==> config.mk <==
export PLATFORM = sky130hd
export DESIGN_NAME = sfpc_top
export DESIGN_NICKNAME = d
export VERILOG_FILES = /design/src/sfpc_pkg.sv /design/src/sfpc_buf_if.sv /design/src/sfpc_buf.sv /design/src/sfpc_top.sv
export SDC_FILE = /design/constraint.sdc
export NUM_CORES = 1
export LEC_CHECK = 0
export ABC_AREA = 1
export BUFFER_PORTS_ARGS = -buffer_cell sky130_fd_sc_hd__buf_4
export CORE_ASPECT_RATIO = 2
export CORE_MARGIN = 5
export CORE_UTILIZATION = 55
export CTS_CLUSTER_DIAMETER = 200
export DETAILED_ROUTE_END_ITERATION = 10
export HOLD_SLACK_MARGIN = 0.1
export PLACE_DENSITY_LB_ADDON = 0.08
export SYNTH_ARGS = -nofsm -noshare
export SYNTH_HDL_FRONTEND = slang
export SYNTH_SLANG_ARGS = --single-unit
==> constraint.sdc <==
create_clock -name i_clk -period 2.4 [get_ports i_clk]
set_input_delay 0.24 -clock i_clk [delete_from_list [all_inputs] [get_ports i_clk]]
set_output_delay 0.24 -clock i_clk [all_outputs]
set_load 0.02 [all_outputs]
==> src/sfpc_pkg.sv <==
/*
 * Shared constants and types of the serial flash pin control block.
 * Assumes a single 25 MHz system clock; all pins arrive asynchronously.
 */
package sfpc_pkg;

    ////////////////////////////////////////////////////////////////////////
    // Timing
    localparam int CLK_NS = 40;
    localparam int POR_NS = 1000;
    // Least time, rounded up to whole cycles
    localparam int POR_CYC = (POR_NS + CLK_NS - 1) / CLK_NS;
    localparam int POR_W = 5;
    localparam logic [POR_W-1:0] POR_DONE = POR_W'(POR_CYC);

    ////////////////////////////////////////////////////////////////////////
    // Pin vector layout
    localparam int NPIN = 5;
    localparam int P_CS = 0;
    localparam int P_SCK = 1;
    localparam int P_SI = 2;
    localparam int P_WP = 3;
    localparam int P_RST = 4;
    // Idle levels: select high, clock low, data low, protect high, reset high
    localparam logic [NPIN-1:0] PIN_IDLE = 5'h19;

    ////////////////////////////////////////////////////////////////////////
    // Serial framing
    localparam int BYTE_W = 8;
    localparam logic [2:0] BIT_FIRST = 3'h0;
    localparam logic [2:0] BIT_LAST = 3'h7;
    localparam logic [BYTE_W-1:0] TX_FILL = 8'hFF;
    localparam int RX_W = BYTE_W + 1;
    localparam logic [1:0] BUF_EMPTY = 2'h0;
    localparam logic [1:0] BUF_FULL = 2'h2;

    typedef enum logic [1:0] {ST_IDLE, ST_SEL, ST_BUSY, ST_RST} sfpc_state_t;

endpackage

==> src/sfpc_buf_if.sv <==
/*
 * Carrier between the pin control and its two-entry receive buffer.
 * Assumes both ends run on the same clock.
 */
interface sfpc_buf_if #(parameter int W = 9);
    logic [W-1:0] wdata;
    logic wvalid;
    logic wready;
    logic [W-1:0] rdata;
    logic rvalid;
    logic rready;
    modport wr (output wdata, output wvalid, input wready);
    modport store (input wdata, input wvalid, output wready,
                   output rdata, output rvalid, input rready);
endinterface

==> src/sfpc_buf.sv <==
/*
 * Two-entry buffer, head always in slot zero so the read side is a flop.
 * Assumes the writer offers only while wready is high.
 */
module sfpc_buf #(
    parameter int W = 9
) (
    input wire logic i_clk,
    input wire logic i_srst,
    sfpc_buf_if.store bus
);
    typedef struct packed {
        logic [W-1:0] head;
        logic [W-1:0] tail;
        logic [1:0] cnt;
        logic vld;
    } sfpc_bst_t;

    sfpc_bst_t q;
    sfpc_bst_t next_q;

    ////////////////////////////////////////////////////////////////////////
    // Pop shifts tail into head; push lands behind whatever remains
    always_comb begin
        next_q = q;
        if (bus.rready && q.cnt != sfpc_pkg::BUF_EMPTY) begin
            next_q.head = q.tail;
            next_q.cnt = q.cnt - 2'h1;
        end
        if (bus.wvalid && q.cnt != sfpc_pkg::BUF_FULL) begin
            if (next_q.cnt == sfpc_pkg::BUF_EMPTY) begin
                next_q.head = bus.wdata;
            end else begin
                next_q.tail = bus.wdata;
            end
            next_q.cnt = next_q.cnt + 2'h1;
        end
        // Valid kept in a flop so the block's output comes from a register
        next_q.vld = (next_q.cnt != sfpc_pkg::BUF_EMPTY);
    end

    always_ff @(posedge i_clk) begin
        if (i_srst) begin
            q <= '0;
        end else begin
            q <= next_q;
        end
    end

    assign bus.rdata = q.head;
    assign bus.rvalid = q.vld;
    // Ready from the count flop only, no path from the reader
    assign bus.wready = (q.cnt != sfpc_pkg::BUF_FULL);
endmodule

==> src/sfpc_top.sv <==
/*
 * Pin-level control of a serial flash host port: select framing, input
 * sampling on rising clock, output on falling clock, write protect and
 * reset pin handling, internal power-on reset.
 * Assumes opcode decoding and the self-timed array engine sit outside and
 * talk through the i_pe_* and o_pe_* ports.
 */
module sfpc_top (
    input wire logic i_clk,
    input wire logic i_srst,
    input wire logic i_cs_n,
    input wire logic i_sck,
    input wire logic i_si,
    input wire logic i_wp_n,
    input wire logic i_reset_n,
    input wire logic [7:0] i_tx_data,
    input wire logic i_tx_valid,
    output logic o_tx_ready,
    output logic o_so,
    output logic o_so_oe,
    output logic [7:0] o_rx_data,
    output logic o_rx_opcode,
    output logic o_rx_valid,
    input wire logic i_rx_ready,
    output logic o_rx_overrun,
    input wire logic i_pe_cmd,
    input wire logic i_pe_done,
    output logic o_pe_start,
    output logic o_pe_rejected,
    output logic o_spr_write_ok,
    output logic o_standby,
    output logic o_busy,
    output logic o_in_reset,
    output logic o_abort
);
    typedef struct packed {
        logic [sfpc_pkg::NPIN-1:0] s1;
        logic [sfpc_pkg::NPIN-1:0] s2;
        logic [sfpc_pkg::NPIN-1:0] s3;
        logic [sfpc_pkg::NPIN-1:0] f;
        sfpc_pkg::sfpc_state_t st;
        logic [sfpc_pkg::POR_W-1:0] por;
        logic [2:0] rbit;
        logic [7:0] rsh;
        logic first;
        logic [2:0] tbit;
        logic [7:0] tsh;
        logic so;
        logic so_oe;
        logic tx_ready;
        logic [sfpc_pkg::RX_W-1:0] wdata;
        logic wvalid;
        logic overrun;
        logic armed;
        logic pe_start;
        logic rejected;
        logic spr_ok;
        logic standby;
        logic busy;
        logic in_reset;
        logic abort;
    } sfpc_st_t;

    sfpc_st_t q;
    sfpc_st_t next_q;
    logic [sfpc_pkg::NPIN-1:0] pins;
    logic cs_fall;
    logic cs_rise;
    logic sck_rise;
    logic sck_fall;
    logic [7:0] tx_byte;

    sfpc_buf_if #(.W(sfpc_pkg::RX_W)) rxb ();

    ////////////////////////////////////////////////////////////////////////
    // Receive buffer lets a slow reader fall up to two bytes behind without losing one
    sfpc_buf #(.W(sfpc_pkg::RX_W)) u_rxbuf (
        .i_clk(i_clk),
        .i_srst(i_srst),
        .bus(rxb.store)
    );
    assign rxb.wdata = q.wdata;
    assign rxb.wvalid = q.wvalid;
    assign rxb.rready = i_rx_ready;

    assign pins = {i_reset_n, i_wp_n, i_si, i_sck, i_cs_n};

    ////////////////////////////////////////////////////////////////////////
    // Whole next state
    always_comb begin
        next_q = q;
        tx_byte = sfpc_pkg::TX_FILL;
        // Three-stage capture; a level counts once stages two and three agree
        next_q.s1 = pins;
        next_q.s2 = q.s1;
        next_q.s3 = q.s2;
        for (int i = 0; i < sfpc_pkg::NPIN; i++) begin
            if (q.s2[i] == q.s3[i]) begin
                next_q.f[i] = q.s3[i];
            end
        end
        cs_fall = q.f[sfpc_pkg::P_CS] && !next_q.f[sfpc_pkg::P_CS];
        cs_rise = !q.f[sfpc_pkg::P_CS] && next_q.f[sfpc_pkg::P_CS];
        sck_rise = !q.f[sfpc_pkg::P_SCK] && next_q.f[sfpc_pkg::P_SCK];
        sck_fall = q.f[sfpc_pkg::P_SCK] && !next_q.f[sfpc_pkg::P_SCK];
        // One-cycle pulses drop by default
        next_q.tx_ready = 1'b0;
        next_q.wvalid = 1'b0;
        next_q.overrun = 1'b0;
        next_q.pe_start = 1'b0;
        next_q.rejected = 1'b0;
        next_q.abort = 1'b0;
        next_q.spr_ok = next_q.f[sfpc_pkg::P_WP];
        if (q.por != sfpc_pkg::POR_DONE) begin
            next_q.por = q.por + 5'h1;
        end
        if (q.por != sfpc_pkg::POR_DONE || !next_q.f[sfpc_pkg::P_RST]) begin
            // Abort only marks a real drop into reset, not power-on
            next_q.abort = (q.por == sfpc_pkg::POR_DONE) &&
                           (q.st != sfpc_pkg::ST_RST);
            next_q.st = sfpc_pkg::ST_RST;
            next_q.armed = 1'b0;
            next_q.so_oe = 1'b0;
        end else begin
            case (q.st)
                sfpc_pkg::ST_RST: begin
                    // Reset exits to idle at once; a frame then waits for a fresh select fall
                    next_q.st = sfpc_pkg::ST_IDLE;
                end
                sfpc_pkg::ST_IDLE: begin
                    if (cs_fall) begin
                        next_q.st = sfpc_pkg::ST_SEL;
                        next_q.rbit = sfpc_pkg::BIT_FIRST;
                        next_q.tbit = sfpc_pkg::BIT_FIRST;
                        next_q.first = 1'b1;
                        next_q.armed = 1'b0;
                        next_q.so_oe = 1'b1;
                    end
                end
                sfpc_pkg::ST_SEL: begin
                    if (cs_rise) begin
                        next_q.so_oe = 1'b0;
                        next_q.armed = 1'b0;
                        // Protect may have fallen after arming
                        if (q.armed && next_q.f[sfpc_pkg::P_WP]) begin
                            next_q.pe_start = 1'b1;
                            next_q.st = sfpc_pkg::ST_BUSY;
                        end else begin
                            next_q.st = sfpc_pkg::ST_IDLE;
                        end
                    end else begin
                        // Input bits shift in at the rising edge, MSB first
                        if (sck_rise) begin
                            next_q.rsh = {q.rsh[6:0],
                                next_q.f[sfpc_pkg::P_SI]};
                            next_q.rbit = q.rbit + 3'h1;
                            if (q.rbit == sfpc_pkg::BIT_LAST) begin
                                next_q.wdata = {q.first, next_q.rsh};
                                next_q.first = 1'b0;
                                // The host cannot be stalled; a full
                                // buffer drops the byte and says so
                                if (rxb.wready) begin
                                    next_q.wvalid = 1'b1;
                                end else begin
                                    next_q.overrun = 1'b1;
                                end
                            end
                        end
                        // Output bits change at the falling edge, MSB first
                        if (sck_fall) begin
                            if (q.tbit == sfpc_pkg::BIT_FIRST) begin
                                if (i_tx_valid) begin
                                    tx_byte = i_tx_data;
                                    next_q.tx_ready = 1'b1;
                                end
                                next_q.so = tx_byte[7];
                                next_q.tsh = {tx_byte[6:0], 1'b0};
                            end else begin
                                next_q.so = q.tsh[7];
                                next_q.tsh = {q.tsh[6:0], 1'b0};
                            end
                            next_q.tbit = q.tbit + 3'h1;
                        end
                        // Under protect the command is dropped outright
                        if (i_pe_cmd) begin
                            if (!next_q.f[sfpc_pkg::P_WP]) begin
                                next_q.rejected = 1'b1;
                            end else begin
                                next_q.armed = 1'b1;
                            end
                        end
                    end
                end
                sfpc_pkg::ST_BUSY: begin
                    // Select activity is not served until the array is done
                    if (i_pe_done) begin
                        next_q.st = sfpc_pkg::ST_IDLE;
                    end
                end
                default: begin
                    next_q.st = sfpc_pkg::ST_IDLE;
                end
            endcase
        end
        // Status flags registered from the state being entered
        next_q.standby = (next_q.st == sfpc_pkg::ST_IDLE);
        next_q.busy = (next_q.st == sfpc_pkg::ST_BUSY);
        next_q.in_reset = (next_q.st == sfpc_pkg::ST_RST);
    end

    ////////////////////////////////////////////////////////////////////////
    // State register
    always_ff @(posedge i_clk) begin
        if (i_srst) begin
            q <= '0;
            q.s1 <= sfpc_pkg::PIN_IDLE;
            q.s2 <= sfpc_pkg::PIN_IDLE;
            q.s3 <= sfpc_pkg::PIN_IDLE;
            q.f <= sfpc_pkg::PIN_IDLE;
            q.so <= 1'b1;
        end else begin
            q <= next_q;
        end
    end

    assign o_tx_ready = q.tx_ready;
    assign o_so = q.so;
    assign o_so_oe = q.so_oe;
    assign o_rx_data = rxb.rdata[7:0];
    assign o_rx_opcode = rxb.rdata[8];
    assign o_rx_valid = rxb.rvalid;
    assign o_rx_overrun = q.overrun;
    assign o_pe_start = q.pe_start;
    assign o_pe_rejected = q.rejected;
    assign o_spr_write_ok = q.spr_ok;
    assign o_standby = q.standby;
    assign o_busy = q.busy;
    assign o_in_reset = q.in_reset;
    assign o_abort = q.abort;
endmodule

==> impl_results.md <==
* Max-cap violations at 0
* EDFF count, synth at 0
* Largest net degree at the start of global routing at 37
* Post-synthesis xor/xnor area fraction at 0.00934
* Synth Area in Adders at 0.0300
* Most numerous cell in the Yosys netlist: dfxtp_1
* Ant diodes at 0
* Final number of hold-violating endpoints at 0
* Remaining DRCs at 0
* Final setup viols at 0
* Cell Pwr Density at 678 nW/um^2
* Clock share of power at 0.437
* Row count at 42
* Mux contribution to synthesized area at 0
* CP endpoint kind: flip-flop
* Max clock buf depth at 2
* Grt total ovfl at 0
* Synth top cells by count: 91 x dfxtp_1, 75 x nor2_1, 58 x nand2_1, 52 x a21oi_1, 50 x inv_1
* Crit path launch type: flip-flop
* Post-Route Setup TNS at 0 ns
* Worst hold margin at 0.111 ns
* I/O Buffers at 39
* Yosys warns at 0
* Yosys top cell by area: dfxtp_1
* Hold/Removal Path Class: in2reg
* Type of the worst setup path: reg2reg
* Total CTS buffers at 9
* Total routed wirelength at 7020 um
* Non-Filler Instances at 594
* Vias after detailed routing at 2918
* Core area at 6620 um^2
* Core Util, Final at 0.657
* Vias in the first global route at 2769
* Main combinational cell family by area after synthesis: simple AND/OR/NAND/NOR gates
* Crit Path Max Fanout at 18
* Worst-path clk slew at 0.06 ns
* Synth Instances at 468
* Least-Margin Pin Slew at 0.517 ns
* Switching Share at 0.208
* TritonRoute pass-1 iters at 4
* Simple-gate share of the synthesized area at 0.234
* R2R cell count at 9
* Initial Util at 0.567
* Final Cycle Share at 0.830
* Vias per inst at 4.91
* First-pass GRT wire length at 11600 um
* Dpl cell area at 4040 um^2
* Net switching power at 612 uW
* Main synth FF type: dfxtp_1
* Maximum vdd drop at 0.491 mV
* RSZ-0062 raised after global routing: false
* Combinational share of power at 0.040
* Layout cells sized above 1 at 0.180
* DRT antenna net count at 0
* Multi-input logic area at 1590 um^2
* Worst reg2reg setup slack at 0.41 ns
* Syn nets at 496
* Slew margin rel. at 0.655
* Routability cong. at 0.790
* Synth cell types at 35
* Area occupied by registers at 1820 um^2
* Post-synthesis sequential area ratio at 0.485
* Top cells by area, synth: dfxtp_1 49%, nor2_1 7.5%, a21oi_1 6.9%, nand2_1 5.8%, inv_1 5.0%
* Post-DP HPWL at 5150 um
* Post-Place Cells at 574
* Worst-Skew Late Latency at 0.33 ns
* Design area at 4350 um^2
* Final nets at 529
* Die Ht at 127 um
* Outcome: completed
* Mean area per synthesized cell at 8.02 um^2
* Yosys reg bits at 91
* # clock sinks at 91
* Async set-reset flop share out of synthesis at 0
* Critical Path RT at 2.60 ns
* Compound-Gate Fraction of Synth Area at 0.149
* Leak at 1.92 nW
* Area Growth Syn to Fin at 16.0%
* Root Buffer Master: clkbuf_16
* Fillers at 644
* Hold depth at 3
* Critical Path AT at 2.19 ns
* Post-CTS setup buffer count at 0
* Starting DRT DRC Count at 165
* Die Width at 68.4 um
* Slew Limit Fails at 0
* Htree depth at 3
* Fmax at 502 MHz
* Initial antenna violation count at 0
* Die area at 8670 um^2
* I/O pins at 40
* Int Pwr at 2.34 mW
* GRT Overall Usage at 0.174
* Wirelength per Cell at 11.8 um
* Crit path time final at 1.99 ns
* Mapped cell area at 3750 um^2
* Layout Skew at 0.00392 ns
* Reg power frac at 0.523
* CTS tree: done
* Yosys top cell area share at 0.485
-- worst paths after layout --
path / startpoint / endpoint
max: u_rxbuf.q[1] / u_rxbuf.bus.rdata[7]
min: i_sck / next_q[63]
max reg2reg: u_rxbuf.q[1] / u_rxbuf.bus.rdata[7]
min reg2reg: next_q[64] / next_q[59]
-- power groups by stage --
stage               Clock [mW]  Combinational (mW)  Sequential [mW]
floorplan                    0              0.0718             1.57
global placement             0               0.111             1.58
detailed placement           0               0.114             1.58
CTS                       1.33               0.120             1.54
global route              1.37               0.133             1.54
finish                    1.29               0.118             1.54
-- worst max-delay path, stage by stage (launching register included) --
cell and delay [ns]:
dfxtp_1 0.34, inv_1 0.07, ha_1 0.19, inv_1 0.05, nand2_1 0.09, xor2_1 0.25
ha_1 0.20, nand2_1 0.31, o21ai_0 0.28, a21oi_1 0.07
-- sequential cells by signal, indices dropped and copies added (netlist names), 9 cells and up --
register           count
next_q                10
q                     39
rxb.wdata              9
u_rxbuf.bus.rdata      9
u_rxbuf.q             11
-- layout make-up --
class	instances	share of cell area
tap	88	0.0253
sequential	91	0.419
timing repair buffer	45	0.0799
inverter	55	0.0489
clock buffer	14	0.0606
clock inverter	2	0.00230
multi-input combinational	299	0.364
-- cells in the final DEF, fill, tap and decap left out, types with 4 or more instances in the layout --
| master | count |
|---|---|
| o22a_1 | 4 |
| nor2_1 | 75 |
| o21ai_0 | 37 |
| buf_4 | 41 |
| ha_1 | 9 |
| or2_2 | 9 |
| nor3_1 | 7 |
| nor3_2 | 4 |
| nand2_2 | 4 |
| o21ai_1 | 5 |
| a21oi_1 | 52 |
| dlygate4sd3_1 | 4 |
| nand2_1 | 58 |
| nand3_1 | 10 |
| clkbuf_16 | 9 |
| dfxtp_1 | 91 |
| inv_1 | 50 |
-- kinds of logic after synthesis --
family | after synthesis
DFF | 91
AOI/OAI and AO/OA | 104
buffers and inverters | 78
adders and majority gates | 9
and+or+nand+nor | 182
xor gates and xnor gates | 4
-- layer usage --
metal  part of all wire  up-vias  GRT usage
met5                  0        -          0
li1                   -     1549          -
met1               0.39     1314      0.168
met4              0.022        0     0.0903
met3              0.034       11     0.0363
met2               0.56       44      0.323
-- stage by stage --
step,power (mW),setup WS [ns]
after global routing,3.05,0.163
final,2.95,0.407
after detailed placement,1.69,0.447
after CTS,2.99,0.405
after global placement,1.69,0.523
after floorplan,1.65,0.429
-- what timing repair did --
| item | in CTS | in global routing |
|---|---|---|
| setup endpoints to repair | 0 | 0 |
| hold endpoints to repair | 4 | 0 |
| resized for setup | 0 | 0 |
| hold buffers | 4 | 0 |
Note: power is estimated with default switching activity, not from simulation.
